[src/dlm_pkg.sv]
// Package for the dual channel limit monitor: register map, field layout, reset values.
// Assumes a 4-bit register address and 16-bit register words.
package dlm_pkg;
	localparam logic [3:0]  ADDR_STATUS   = 4'h3;
	localparam logic [3:0]  ADDR_LOWER    = 4'h4;
	localparam logic [3:0]  ADDR_UPPER    = 4'h5;
	localparam logic [3:0]  ADDR_CTRL     = 4'h6;
	localparam logic [3:0]  ADDR_MASK     = 4'h7;
	localparam int          ADDR_MSB      = 15;
	localparam int          ADDR_LSB      = 12;
	localparam int          BIT_A_UNDER   = 0;
	localparam int          BIT_A_OVER    = 1;
	localparam int          BIT_B_UNDER   = 4;
	localparam int          BIT_B_OVER    = 5;
	localparam int          BIT_LANE_SEL  = 0;
	localparam int          BIT_IND_EN    = 1;
	localparam logic [11:0] RST_LOWER     = 12'h800;
	localparam logic [11:0] RST_UPPER     = 12'h7ff;
	localparam logic [5:0]  RST_STATUS    = 6'h00;
	localparam logic [5:0]  RST_MASK      = 6'h00;
	localparam logic [3:0]  LOWER_FILL    = 4'h0;
	localparam logic [3:0]  UPPER_FILL    = 4'hf;
	localparam logic [5:0]  FLAG_BITS     = 6'h33;
endpackage

[src/dlm_top.sv]
// Dual channel limit monitor: sticky limit flags, limit registers, indicator pin.
// Assumes conversion results arrive with a one-cycle valid strobe on the system clock.
`timescale 1ns/1ps
`default_nettype none
module dlm_top
	import dlm_pkg::*;
#(
	parameter int RES_W = 16
) (
	input  wire logic        CLK_SYS_I,
	input  wire logic        RST_N_I,
	input  wire logic [3:0]  ADDR_I,
	input  wire logic [15:0] WDATA_I,
	input  wire logic        WR_I,
	input  wire logic        RD_I,
	output logic      [15:0] RDATA_O,
	input  wire logic        RES_VALID_I,
	input  wire logic [15:0] RES_A_I,
	input  wire logic [15:0] RES_B_I,
	input  wire logic        LANE_B_DATA_I,
	output logic             LANE_B_OR_IND_O,
	output logic             IRQ_O
);
	// Comparison values are built from 12-bit fields over a 16-bit result; other widths refused.
	if (RES_W != 16) begin : g_bad_res_w
		$error("dlm_top supports a 16-bit result only");
	end

	// Reset release through two flip-flops; assertion stays asynchronous.
	logic rst_s1_ff;
	logic rst_n;
	always_ff @(posedge CLK_SYS_I or negedge RST_N_I) begin
		if (!RST_N_I) begin
			rst_s1_ff <= 1'b0;
			rst_n     <= 1'b0;
		end else begin
			rst_s1_ff <= 1'b1;
			rst_n     <= rst_s1_ff;
		end
	end

	logic [11:0] lower_ff;
	logic [11:0] upper_ff;
	logic [5:0]  status_ff;
	logic [5:0]  mask_ff;
	logic        output_lane_select_ff;
	logic        ind_en_ff;
	logic [15:0] rdata_ff;
	logic [5:0]  nxt_status;
	logic [15:0] nxt_rdata;

	// Register decode. The address field in the write data must match the port address.
	wire addr_ok  = (WDATA_I[ADDR_MSB:ADDR_LSB] == ADDR_I);
	wire wr_lower = WR_I && addr_ok && (ADDR_I == ADDR_LOWER);
	wire wr_upper = WR_I && addr_ok && (ADDR_I == ADDR_UPPER);
	wire wr_ctrl  = WR_I && addr_ok && (ADDR_I == ADDR_CTRL);
	wire wr_mask  = WR_I && addr_ok && (ADDR_I == ADDR_MASK);
	wire wr_stat  = WR_I && addr_ok && (ADDR_I == ADDR_STATUS);
	wire rd_stat  = RD_I && (ADDR_I == ADDR_STATUS);
	// Unmapped addresses read as all zeros, address field included.
	wire addr_mapped = (ADDR_I == ADDR_STATUS) || (ADDR_I == ADDR_LOWER) || (ADDR_I == ADDR_UPPER)
		|| (ADDR_I == ADDR_CTRL) || (ADDR_I == ADDR_MASK);

	// Internal comparison values with fixed low bits.
	wire [15:0] lower_val = {lower_ff, LOWER_FILL};
	wire [15:0] upper_val = {upper_ff, UPPER_FILL};

	// One comparator per channel; both channels share the same limits.
	logic [RES_W-1:0] res_ch [2];
	logic [1:0]       ch_under;
	logic [1:0]       ch_over;
	assign res_ch[0] = RES_A_I;
	assign res_ch[1] = RES_B_I;
	for (genvar ch = 0; ch < 2; ch++) begin : g_chan
		dlm_cmp #(
			.W(RES_W)
		) i_dlm_cmp (
			.result_i(res_ch[ch]),
			.lower_i (lower_val),
			.upper_i (upper_val),
			.under_o (ch_under[ch]),
			.over_o  (ch_over[ch])
		);
	end

	// Channel A owns the low status pair, channel B the high pair.
	wire a_under = ch_under[0];
	wire a_over  = ch_over[0];
	wire b_under = ch_under[1];
	wire b_over  = ch_over[1];

	// Events of this result; only taken on a valid strobe.
	wire [5:0] hits   = {b_over, b_under, 2'b00, a_over, a_under};
	wire [5:0] events = {6{RES_VALID_I}} & hits;

	// Read clears all flags, writing ones clears chosen flags, a new event wins over either.
	wire [5:0] clr_bits = rd_stat ? FLAG_BITS : (wr_stat ? WDATA_I[5:0] : 6'h00);
	assign nxt_status = ((status_ff & ~clr_bits) | events) & FLAG_BITS;

	// Read data: address in the top nibble, reserved bits zero.
	always_comb begin
		nxt_rdata = 16'h0000;
		nxt_rdata[ADDR_MSB:ADDR_LSB] = ADDR_I;
		case (ADDR_I)
			ADDR_STATUS: nxt_rdata[5:0] = status_ff & FLAG_BITS;
			ADDR_LOWER:  nxt_rdata[11:0] = lower_ff;
			ADDR_UPPER:  nxt_rdata[11:0] = upper_ff;
			ADDR_CTRL:   nxt_rdata[1:0] = {ind_en_ff, output_lane_select_ff};
			ADDR_MASK:   nxt_rdata[5:0] = mask_ff;
			default:     nxt_rdata = 16'h0000;
		endcase
	end

	// Register storage.
	always_ff @(posedge CLK_SYS_I or negedge rst_n) begin
		if (!rst_n) begin
			lower_ff              <= RST_LOWER;
			upper_ff              <= RST_UPPER;
			status_ff             <= RST_STATUS;
			mask_ff               <= RST_MASK;
			output_lane_select_ff <= 1'b0;
			ind_en_ff             <= 1'b0;
		end else begin
			status_ff <= nxt_status;
			if (wr_lower) lower_ff <= WDATA_I[11:0];
			if (wr_upper) upper_ff <= WDATA_I[11:0];
			if (wr_mask) mask_ff <= WDATA_I[5:0] & FLAG_BITS;
			if (wr_ctrl) begin
				output_lane_select_ff <= WDATA_I[BIT_LANE_SEL];
				ind_en_ff             <= WDATA_I[BIT_IND_EN];
			end
		end
	end

	// Read data stands only in the cycle after the read strobe.
	always_ff @(posedge CLK_SYS_I or negedge rst_n) begin
		if (!rst_n) begin
			rdata_ff <= 16'h0000;
		end else begin
			rdata_ff <= RD_I ? nxt_rdata : 16'h0000;
		end
	end
	assign RDATA_O = rdata_ff;

	// Shared pin: indicator only in single-wire mode with the enable set, else lane B data.
	wire ind_mode = output_lane_select_ff && ind_en_ff;
	wire any_flag = |status_ff;
	assign LANE_B_OR_IND_O = ind_mode ? any_flag : LANE_B_DATA_I;
	assign IRQ_O = |(status_ff & mask_ff);

	// Checks.
	property p_a_over;
		@(posedge CLK_SYS_I) disable iff (!rst_n)
		(RES_VALID_I && RES_A_I > {upper_ff, UPPER_FILL}) |=> status_ff[BIT_A_OVER];
	endproperty
	a_a_over: assert property (p_a_over) else $error("A over flag not set");
	property p_a_under;
		@(posedge CLK_SYS_I) disable iff (!rst_n)
		(RES_VALID_I && RES_A_I < {lower_ff, LOWER_FILL}) |=> status_ff[BIT_A_UNDER];
	endproperty
	a_a_under: assert property (p_a_under) else $error("A under flag not set");
	property p_b_over;
		@(posedge CLK_SYS_I) disable iff (!rst_n)
		(RES_VALID_I && RES_B_I > {upper_ff, UPPER_FILL}) |=> status_ff[BIT_B_OVER];
	endproperty
	a_b_over: assert property (p_b_over) else $error("B over flag not set");
	property p_b_under;
		@(posedge CLK_SYS_I) disable iff (!rst_n)
		(RES_VALID_I && RES_B_I < {lower_ff, LOWER_FILL}) |=> status_ff[BIT_B_UNDER];
	endproperty
	a_b_under: assert property (p_b_under) else $error("B under flag not set");
	property p_sticky;
		@(posedge CLK_SYS_I) disable iff (!rst_n)
		(!rd_stat && !wr_stat) |=> ((status_ff & $past(status_ff)) == $past(status_ff));
	endproperty
	a_sticky: assert property (p_sticky) else $error("Flag dropped without clear");
	property p_rsvd;
		@(posedge CLK_SYS_I) disable iff (!rst_n)
		RD_I && ADDR_I == ADDR_STATUS |=> RDATA_O[11:6] == 6'h00 && RDATA_O[3:2] == 2'h0;
	endproperty
	a_rsvd: assert property (p_rsvd) else $error("Reserved status bits not zero");
	property p_rd_clear;
		@(posedge CLK_SYS_I) disable iff (!rst_n)
		(rd_stat && !RES_VALID_I) |=> status_ff == 6'h00;
	endproperty
	a_rd_clear: assert property (p_rd_clear) else $error("Status read did not clear");
	property p_addr_echo;
		@(posedge CLK_SYS_I) disable iff (!rst_n)
		RD_I && addr_mapped |=> RDATA_O[15:12] == $past(ADDR_I);
	endproperty
	a_addr_echo: assert property (p_addr_echo) else $error("Address not in read word");
	property p_pin;
		@(posedge CLK_SYS_I) disable iff (!rst_n)
		!output_lane_select_ff |-> LANE_B_OR_IND_O == LANE_B_DATA_I;
	endproperty
	a_pin: assert property (p_pin) else $error("Pin not carrying lane B data");
	property p_ind;
		@(posedge CLK_SYS_I) disable iff (!rst_n)
		ind_mode |-> LANE_B_OR_IND_O == (status_ff != 6'h00);
	endproperty
	a_ind: assert property (p_ind) else $error("Indicator wrong");

	// Limit fields checked on the result's top twelve bits, so the fill nibble cannot hide a slip.
	property p_low_field;
		@(posedge CLK_SYS_I) disable iff (!rst_n)
		(RES_VALID_I && RES_A_I[15:4] < lower_ff) |=> status_ff[BIT_A_UNDER];
	endproperty
	a_low_field: assert property (p_low_field) else $error("Lower field not honoured");
	property p_high_field;
		@(posedge CLK_SYS_I) disable iff (!rst_n)
		(RES_VALID_I && RES_B_I[15:4] > upper_ff) |=> status_ff[BIT_B_OVER];
	endproperty
	a_high_field: assert property (p_high_field) else $error("Upper field not honoured");
	// A write lands only when the address field matches the port address.
	property p_wr_lower;
		@(posedge CLK_SYS_I) disable iff (!rst_n)
		wr_lower |=> lower_ff == $past(WDATA_I[11:0]);
	endproperty
	a_wr_lower: assert property (p_wr_lower) else $error("Lower limit write lost");
	property p_wr_upper;
		@(posedge CLK_SYS_I) disable iff (!rst_n)
		wr_upper |=> upper_ff == $past(WDATA_I[11:0]);
	endproperty
	a_wr_upper: assert property (p_wr_upper) else $error("Upper limit write lost");
	property p_wr_refused;
		@(posedge CLK_SYS_I) disable iff (!rst_n)
		(WR_I && WDATA_I[ADDR_MSB:ADDR_LSB] != ADDR_I)
			|=> $stable(lower_ff) && $stable(upper_ff) && $stable(mask_ff);
	endproperty
	a_wr_refused: assert property (p_wr_refused) else $error("Mismatched write landed");
	// Reserved status bits never hold state.
	property p_rsvd_state;
		@(posedge CLK_SYS_I) disable iff (!rst_n)
		status_ff[3:2] == 2'b00;
	endproperty
	a_rsvd_state: assert property (p_rsvd_state) else $error("Reserved flag set");
	// Writing ones at the status address clears those flags when no new event arrives.
	property p_wr_clear;
		@(posedge CLK_SYS_I) disable iff (!rst_n)
		(wr_stat && !RES_VALID_I) |=> (status_ff & $past(WDATA_I[5:0])) == 6'h00;
	endproperty
	a_wr_clear: assert property (p_wr_clear) else $error("Write of ones did not clear");
	// Read data stand only in the cycle after a read; unmapped reads give all zeros.
	property p_rd_idle;
		@(posedge CLK_SYS_I) disable iff (!rst_n)
		!RD_I |=> RDATA_O == 16'h0000;
	endproperty
	a_rd_idle: assert property (p_rd_idle) else $error("Read data without a read");
	property p_unmapped;
		@(posedge CLK_SYS_I) disable iff (!rst_n)
		(RD_I && !addr_mapped) |=> RDATA_O == 16'h0000;
	endproperty
	a_unmapped: assert property (p_unmapped) else $error("Unmapped read not zero");
	// The pin carries lane B data unless both select and enable are set.
	property p_ind_off;
		@(posedge CLK_SYS_I) disable iff (!rst_n)
		!ind_mode |-> LANE_B_OR_IND_O == LANE_B_DATA_I;
	endproperty
	a_ind_off: assert property (p_ind_off) else $error("Indicator shown while disabled");
	// Interrupt level follows the unmasked flags.
	property p_irq;
		@(posedge CLK_SYS_I) disable iff (!rst_n)
		IRQ_O == ((status_ff & mask_ff) != 6'h00);
	endproperty
	a_irq: assert property (p_irq) else $error("Interrupt level wrong");
	property p_cov_rd;
		@(posedge CLK_SYS_I) disable iff (!rst_n)
		(status_ff != 6'h00) ##1 rd_stat;
	endproperty
	c_cov_rd: cover property (p_cov_rd);
	property p_cov_both;
		@(posedge CLK_SYS_I) disable iff (!rst_n)
		RES_VALID_I && a_over && b_under;
	endproperty
	c_cov_both: cover property (p_cov_both);
	property p_cov_ind;
		@(posedge CLK_SYS_I) disable iff (!rst_n)
		ind_mode && any_flag;
	endproperty
	c_cov_ind: cover property (p_cov_ind);
	property p_cov_refused;
		@(posedge CLK_SYS_I) disable iff (!rst_n)
		WR_I && !addr_ok;
	endproperty
	c_cov_refused: cover property (p_cov_refused);
	property p_cov_wr_clear;
		@(posedge CLK_SYS_I) disable iff (!rst_n)
		wr_stat && ((status_ff & WDATA_I[5:0]) != 6'h00);
	endproperty
	c_cov_wr_clear: cover property (p_cov_wr_clear);
endmodule
`default_nettype wire

[src/dlm_cmp.sv]
// Limit comparator for one channel.
// Assumes the result and the two comparison values share one clock-free path.
`timescale 1ns/1ps
`default_nettype none
module dlm_cmp #(
	parameter int W = 16
) (
	input  wire logic [W-1:0] result_i,
	input  wire logic [W-1:0] lower_i,
	input  wire logic [W-1:0] upper_i,
	output logic              under_o,
	output logic              over_o
);
	// Equal to a limit is treated as in range.
	assign under_o = (result_i < lower_i);
	assign over_o  = (result_i > upper_i);
endmodule
`default_nettype wire

[config.mk]
export PLATFORM = sky130hd
export DESIGN_NAME = dlm_top
export DESIGN_NICKNAME = d
export VERILOG_FILES = /design/src/dlm_pkg.sv /design/src/dlm_top.sv /design/src/dlm_cmp.sv
export SDC_FILE = /design/constraint.sdc
export NUM_CORES = 1
export LEC_CHECK = 0
export BUFFER_PORTS_ARGS = -buffer_cell sky130_fd_sc_hd__buf_2
export CAP_MARGIN = 20
export CELL_PAD_IN_SITES_DETAIL_PLACEMENT = 2
export CELL_PAD_IN_SITES_GLOBAL_PLACEMENT = 2
export CORE_ASPECT_RATIO = 0.5
export CORE_MARGIN = 4
export CORE_UTILIZATION = 30
export CTS_BUF_LIST = sky130_fd_sc_hd__clkbuf_8 sky130_fd_sc_hd__clkbuf_16
export CTS_CLUSTER_DIAMETER = 100
export CTS_CLUSTER_SIZE = 28
export DETAILED_ROUTE_END_ITERATION = 7
export PLACE_DENSITY_LB_ADDON = 0.1
export SLEW_MARGIN = 20
export SYNTH_ARGS = -nofsm -noshare
export SYNTH_HDL_FRONTEND = slang
export SYNTH_SLANG_ARGS = --single-unit
[constraint.sdc]
create_clock -name CLK_SYS_I -period 1.6 [get_ports CLK_SYS_I]
set_input_delay 0.16 -clock CLK_SYS_I [delete_from_list [all_inputs] [get_ports CLK_SYS_I]]
set_output_delay 0.16 -clock CLK_SYS_I [all_outputs]
set_load 0.02 [all_outputs]
Word level (Yosys, flattened, before mapping) --
Index checks and enable logic that the tools add are counted.
Storage, ports and cells: bits in registers 52, input port bits 58, output and inout bits 18, word-level logic and storage cells 43
Operators by class: order comparisons 4, equality and inequality tests 6, multiplexer cells 8, bitwise logic cells 5, reductions and logical operators 11
Operator list (count):
- $gt 16x16->1 | 2
- $lt 16x16->1 | 2
- $and 6x6->6 | 3
- $eq 4x3->1 const B | 4
- $mux 16 | 1
- $pmux 4 s4 | 1
- $mux 6 | 2
- $pmux 6 s2 | 1
- $pmux 2 s5 | 1
- $logic_and 1x1->1 | 8
- $not 6->6 | 1
- $or 6x6->6 | 1
- $reduce_or 6->1 | 1
- $reduce_or 5->1 | 1
- $eq 4x2->1 const B | 1
- $eq 4x4->1 | 1
- $mux 4 | 1
- $reduce_or 4->1 | 1
- $mux 1 | 1

Depth between registers and ports, before layout --
depth after elaboration 8, gate-level depth with buffers 9, gate-level depth less buffers 7

Cells and area by module --
From an unflattened synthesis, not the netlist that was laid out.
Unflattened totals: cells, all modules 391, area total of the unflattened synthesis 3875.0 um2
Modules (own cells, without submodules):
- dlm_top | times used 1, cells an instance 172, area each 2298.5 um2
- dlm_cmp (g_chan[1].i_dlm_cmp) | times used 1, cells an instance 109, area each 795.8 um2
- dlm_cmp (g_chan[0].i_dlm_cmp) | times used 1, cells an instance 110, area each 780.7 um2

Least setup slack after synthesis --
Ideal clock, no wire load.
path kind flip-flop to flip-flop, from reg upper_ff[5], to reg status_ff[1], arrival 1541 ps, required time 1466 ps, slack -75 ps, cell stages (with the launch flop) 8, clock period less this slack 1675 ps, path through dfstp_2 inv_1 ha_1 a21o_1 nand3_1 a21oi_1 a2111oi_0 o21ai_0
On the way: cells in the longest elaborated chain, start to end 3
RTL lines:
- start, declared | line dlm_top.sv:43 | logic [11:0] upper_ff;
- start signal, assigned | line dlm_top.sv:126 | if (wr_upper) upper_ff <= WDATA_I[11:0];
- $gt 16x16->1 | line dlm_cmp.sv:16 | assign over_o = (result_i > upper_i);
- $and 6x6->6 | line dlm_top.sv:94 | wire [5:0] events = {6{RES_VALID_I}} & hits;
- $or 6x6->6 | line dlm_top.sv:98 | assign nxt_status = ((status_ff & ~clr_bits) | events) & FLAG_BITS;
- net nxt_status[1] | line dlm_top.sv:49 | logic [5:0] nxt_status;
- end signal, assigned | line dlm_top.sv:124 | status_ff <= nxt_status;
- end, declared | line dlm_top.sv:44 | logic [5:0] status_ff;
The timed path passes the listed nets, and every way through them passes these cells. A chain may end at the register's enable or synchronous reset.

Worst setup path after layout --
from reg upper_ff[8], to reg status_ff[1]
The elaborated chain is that of the path after synthesis.

==> summary by stage <==
Die
The core region is roughly 10000 um2. The floorplan step set the die width to approximately 160 um. The die boundary height is ~82 um. between 70 and 80 I/O pins were placed. The die covers 12670 um2. The floorplan has 26 rows.

For this configuration, the core starts out at a cell density of between 30% and 40%.

Routing
The number of design-rule violations left by the first detailed-router iteration is 111. The routed wire length per instance is between 20 and 25 um. The ratio of routed vias to standard cells is just over 5.

Wires add up to 11760 um. The residual antenna-violating net count after detailed routing is 0. The count of TritonRoute iterations in the first routing pass is 4.

The detailed router placed between 2000 and 3000 vias in this run. The DRC violation count after routing is 0.

Power
Net switching is a little under a third of the power. The worst supply voltage drop on vdd is ~0.43 mV. Dividing total power by cell area gives a power density of around 880 nW/um2. In this run the power spent charging and discharging nets is about 1.3 mW. The design internal power is 2.691 mW.

The power share of the clock group is roughly a third. In this run, flip-flops and latches consume between 40% and 50% of the power. The portion of total power attributed to combinational logic is approximately 28%. Summed over all cells, the static leakage comes to ~2.1 nW.

Min path
The number of cells on the worst hold path is 3. The endpoint of the worst hold path is lower_ff[9]$_DFFE_PN0P_. The worst min-delay path startpoint is WDATA_I[9].

The min-delay analysis places its worst path in the category in -> reg.

Yosys
The number of cells produced by synthesis is 335. Yosys attributes the largest share of cell area to dfrtp_1 31%, ha_1 18%, dfstp_2 9.7%, o21ai_0 5.4%, nand2_1 3.3%. The number of nets in the synthesized netlist is 439.

Counting flops and latches in the post-synthesis netlist gives 52. The part of the Yosys area used for sequential elements is 40.48%. The synthesized design devotes to its leading area cell type a little under a third of total area. The per-instance average area after synthesis is 9.707 um2. The biggest area contributor in the post-synthesis netlist is dfrtp_1.

During synthesis, Yosys emitted a total of 0 warnings. In this run the cell area of the synthesized design comes to around 3300 um2. After synthesis, the netlist uses 42 different library cells.

Timing
The clock period minus worst slack is ~1.7 ns. The worst hold-check slack is between 0.07 and 0.08 ns. The count of final hold-check violations is 0. The period utilization is 107.6%. After routing, the total negative slack on setup checks comes to -0.1876 ns.

Setup violations remaining at the end of the flow were counted as 2. Setup repair after global routing could not meet its margin everywhere. Across the routed clock network, the largest skew measured is a little under 0.008 ns. The final worst setup slack is -0.1221 ns. The count of final max-slew check failures is 0. For this run, the top clock speed supported by timing is approximately 580 MHz.

Clock network
CTS placed an instance of clkbuf_16 at the clock tree root. The CTS tree is built. TritonCTS created 5 clock buffers. The register clock-pin slew on the reported worst setup and hold paths is approximately 0.07 ns. The sink count of the clock tree is 52.

The insertion delay to the later sink of the worst-skew pair is 0.30 ns. The buffer levels on the longest clock path is 2. The H-tree level count is 2.

Flow run
The max-capacitance violation count is 0.

Placement
The HPWL reported at the end of detailed placement is roughly 9200 um. Buffers placed on the I/O ports in this run total between 70 and 80. The post-placement setup slack is -0.2845 ns. The congestion estimate from routability-driven global placement came to 0.8480.

GRT
For this run the aggregate overflow at the end of global routing stands at 0. The global routing usage summed across all routing layers is 19.25%. The number of global-route vias before repair came to approximately 3400.

The first-pass GRT wire length is approximately 19000 um. The initial antenna violation count is 0. Entering global routing, the biggest net connects between 50 and 60 pins.

Final layout
The number of diodes added for antenna fixing is 0. The layout has 1107 filler cells. Cells with a size suffix above 1 make up between 40% and 50% of the layout. The number of nets at the end of the flow is about 530. Relative to the synthesized area, the layout overhead comes to 38.28%.

Worst setup path
The worst-case register-to-register setup slack is -0.12 ns. The startpoint of the most critical setup path is upper_ff[8]$_DFFE_PN1P_. STA classifies the critical path startpoint as a register. The worst endpoint required time is ~1.8 ns. The path type of the worst setup path is reg -> reg. The worst setup path is captured at a register. The startpoint of the worst register-to-register path is upper_ff[8]$_DFFE_PN1P_. In this run the critical register-to-register path is captured at status_ff[1]$_DFF_PN0_.

Data arrives at the worst endpoint at about 1.9 ns. For the worst flop-to-flop path, the logic depth is 6. Along the worst path, the maximum fanout reaches 3.

Run status
The flow ran to the end, but the final reports show violations. The checks that failed: negative setup slack.
-- metrics by stage --
step	power (mW)	instances	instance area (um2)	utilization, %
after floorplan	2.056	335	3317	-
after CTS	3.913	571	4422	42.61
after global placement	2.430	560	4006	38.61
final	3.943	571	4497	43.33
after global routing	4.185	571	4497	43.33
after detailed placement	2.494	560	4006	38.61
-- worst max-delay path by stage --
| stage | to | cells after the start |
|---|---|---|
| after floorplan | ind_en_ff$_DFFE_PN0P_ | 6 |
| after global placement | status_ff[0]$_DFF_PN0_ | 8 |
| after detailed placement | status_ff[0]$_DFF_PN0_ | 8 |
| after CTS | status_ff[1]$_DFF_PN0_ | 7 |
| after global routing | status_ff[1]$_DFF_PN0_ | 6 |
| final | status_ff[1]$_DFF_PN0_ | 6 |
-- critical path, cell delays in order (launching register included) --
cell and delay (ns):
dfstp_2 0.54, inv_2 0.05, ha_1 0.27, nand4_1 0.21, a21oi_2 0.06, a2111oi_2 0.34
o21ai_1 0.11
-- repair_timing --
action / in CTS / in global routing
setup endpoints to repair: 5 / 5
hold buffers: 1 / 0
gates resized for setup: 42 / 13
setup buffers: 3 / 0
pin swaps: 18 / 18
endpoints found under the hold margin: 2 / 0
-- per-layer routing --
layer  global-route usage [%]  part of all wire, %  vias up
met4                    2.096                 0.28        0
li1                         -                    -     1394
met3                    3.421                  3.6        4
met2                    36.54                   50       52
met5                        0                    0        -
met1                    23.98                   46     1479
-- synth_stat cells --
library cell and number:
nor3_4 1, clkbuf_2 2, nand2b_4 1, a21o_1 4
o2bb2ai_1 2, clkbuf_1 7, xor2_1 3, nand3b_1 2
dfrtp_1 40, a211oi_1 6, or4_4 1, dfstp_2 12
o41ai_1 2, nand2_2 1, o21ai_0 35, mux2_4 2
a31oi_1 5, or3_1 1, nand2b_1 2, a22oi_1 10
buf_2 4, nand2_1 29, and3_2 2, nor2_1 14
xnor2_1 1, nor3_1 6, a21oi_1 15, mux2_2 5
inv_1 25, a2111oi_0 2, mux2i_1 4, nor2b_1 11
nand3_1 8, a211o_1 2, nor4_1 1, buf_6 1
ha_1 46, a222oi_1 2, nand4_1 12, a221oi_1 2
and2_1 2, conb_1 2
-- sequential cells by signal, indices dropped and copies added, names as in the netlist --
signal / flops
RDATA_O: 16
output_lane_select_ff: 1
status_ff: 4
lower_ff: 12
ind_en_ff: 1
rst_n: 1
rst_s1_ff: 1
mask_ff: 4
upper_ff: 12
-- power groups by stage --
stage | combinational (mW) | clock, mW | sequential [mW]
global placement | 0.854 | 0 | 1.58
CTS | 1.04 | 1.30 | 1.57
floorplan | 0.483 | 0 | 1.57
global route | 1.22 | 1.37 | 1.60
detailed placement | 0.906 | 0 | 1.59
finish | 1.09 | 1.27 | 1.58
-- kinds of logic (layout without fill, tap and decap cells) --
family          after synthesis  in the layout  share of synthesized area, %
simple gates                 94             94                         15.08
compound gates               87             87                         16.58
flops                        52             52                         40.48
fa+ha+maj                    46             46                         17.70
buf+inv                      39            135                         4.964
mux                          11             11                         3.886
xor+xnor                      4              4                         1.078
other cells                   2              2                        0.2309
-- final cells by class --
class                      count  area, um2  area share (%)
multi-input combinational    244       2117           47.08
clock buffer                   5      125.1           2.782
clock inverter                 3      47.55           1.057
inverter                      25      96.34           2.142
timing repair buffer         102      618.1           13.75
tap                          140      175.2           3.895
sequential                    52       1318           29.30
-- cells in the final DEF, fill, tap and decap left out, drive strengths merged, types with 4 or more instances in the layout --
cell and n:
nand3 8, mux2 7, dfstp 12, mux2i 4
o21ai 35, a21oi 15, inv 25, ha 46
clkbuf 5, a31oi 5, dfrtp 40, nand2 30
buf 101, a22oi 10, nor2b 11, nand4 12
nor3 7, nor2 14, a211oi 6, a21o 4
(Power assumes the default switching activity.)
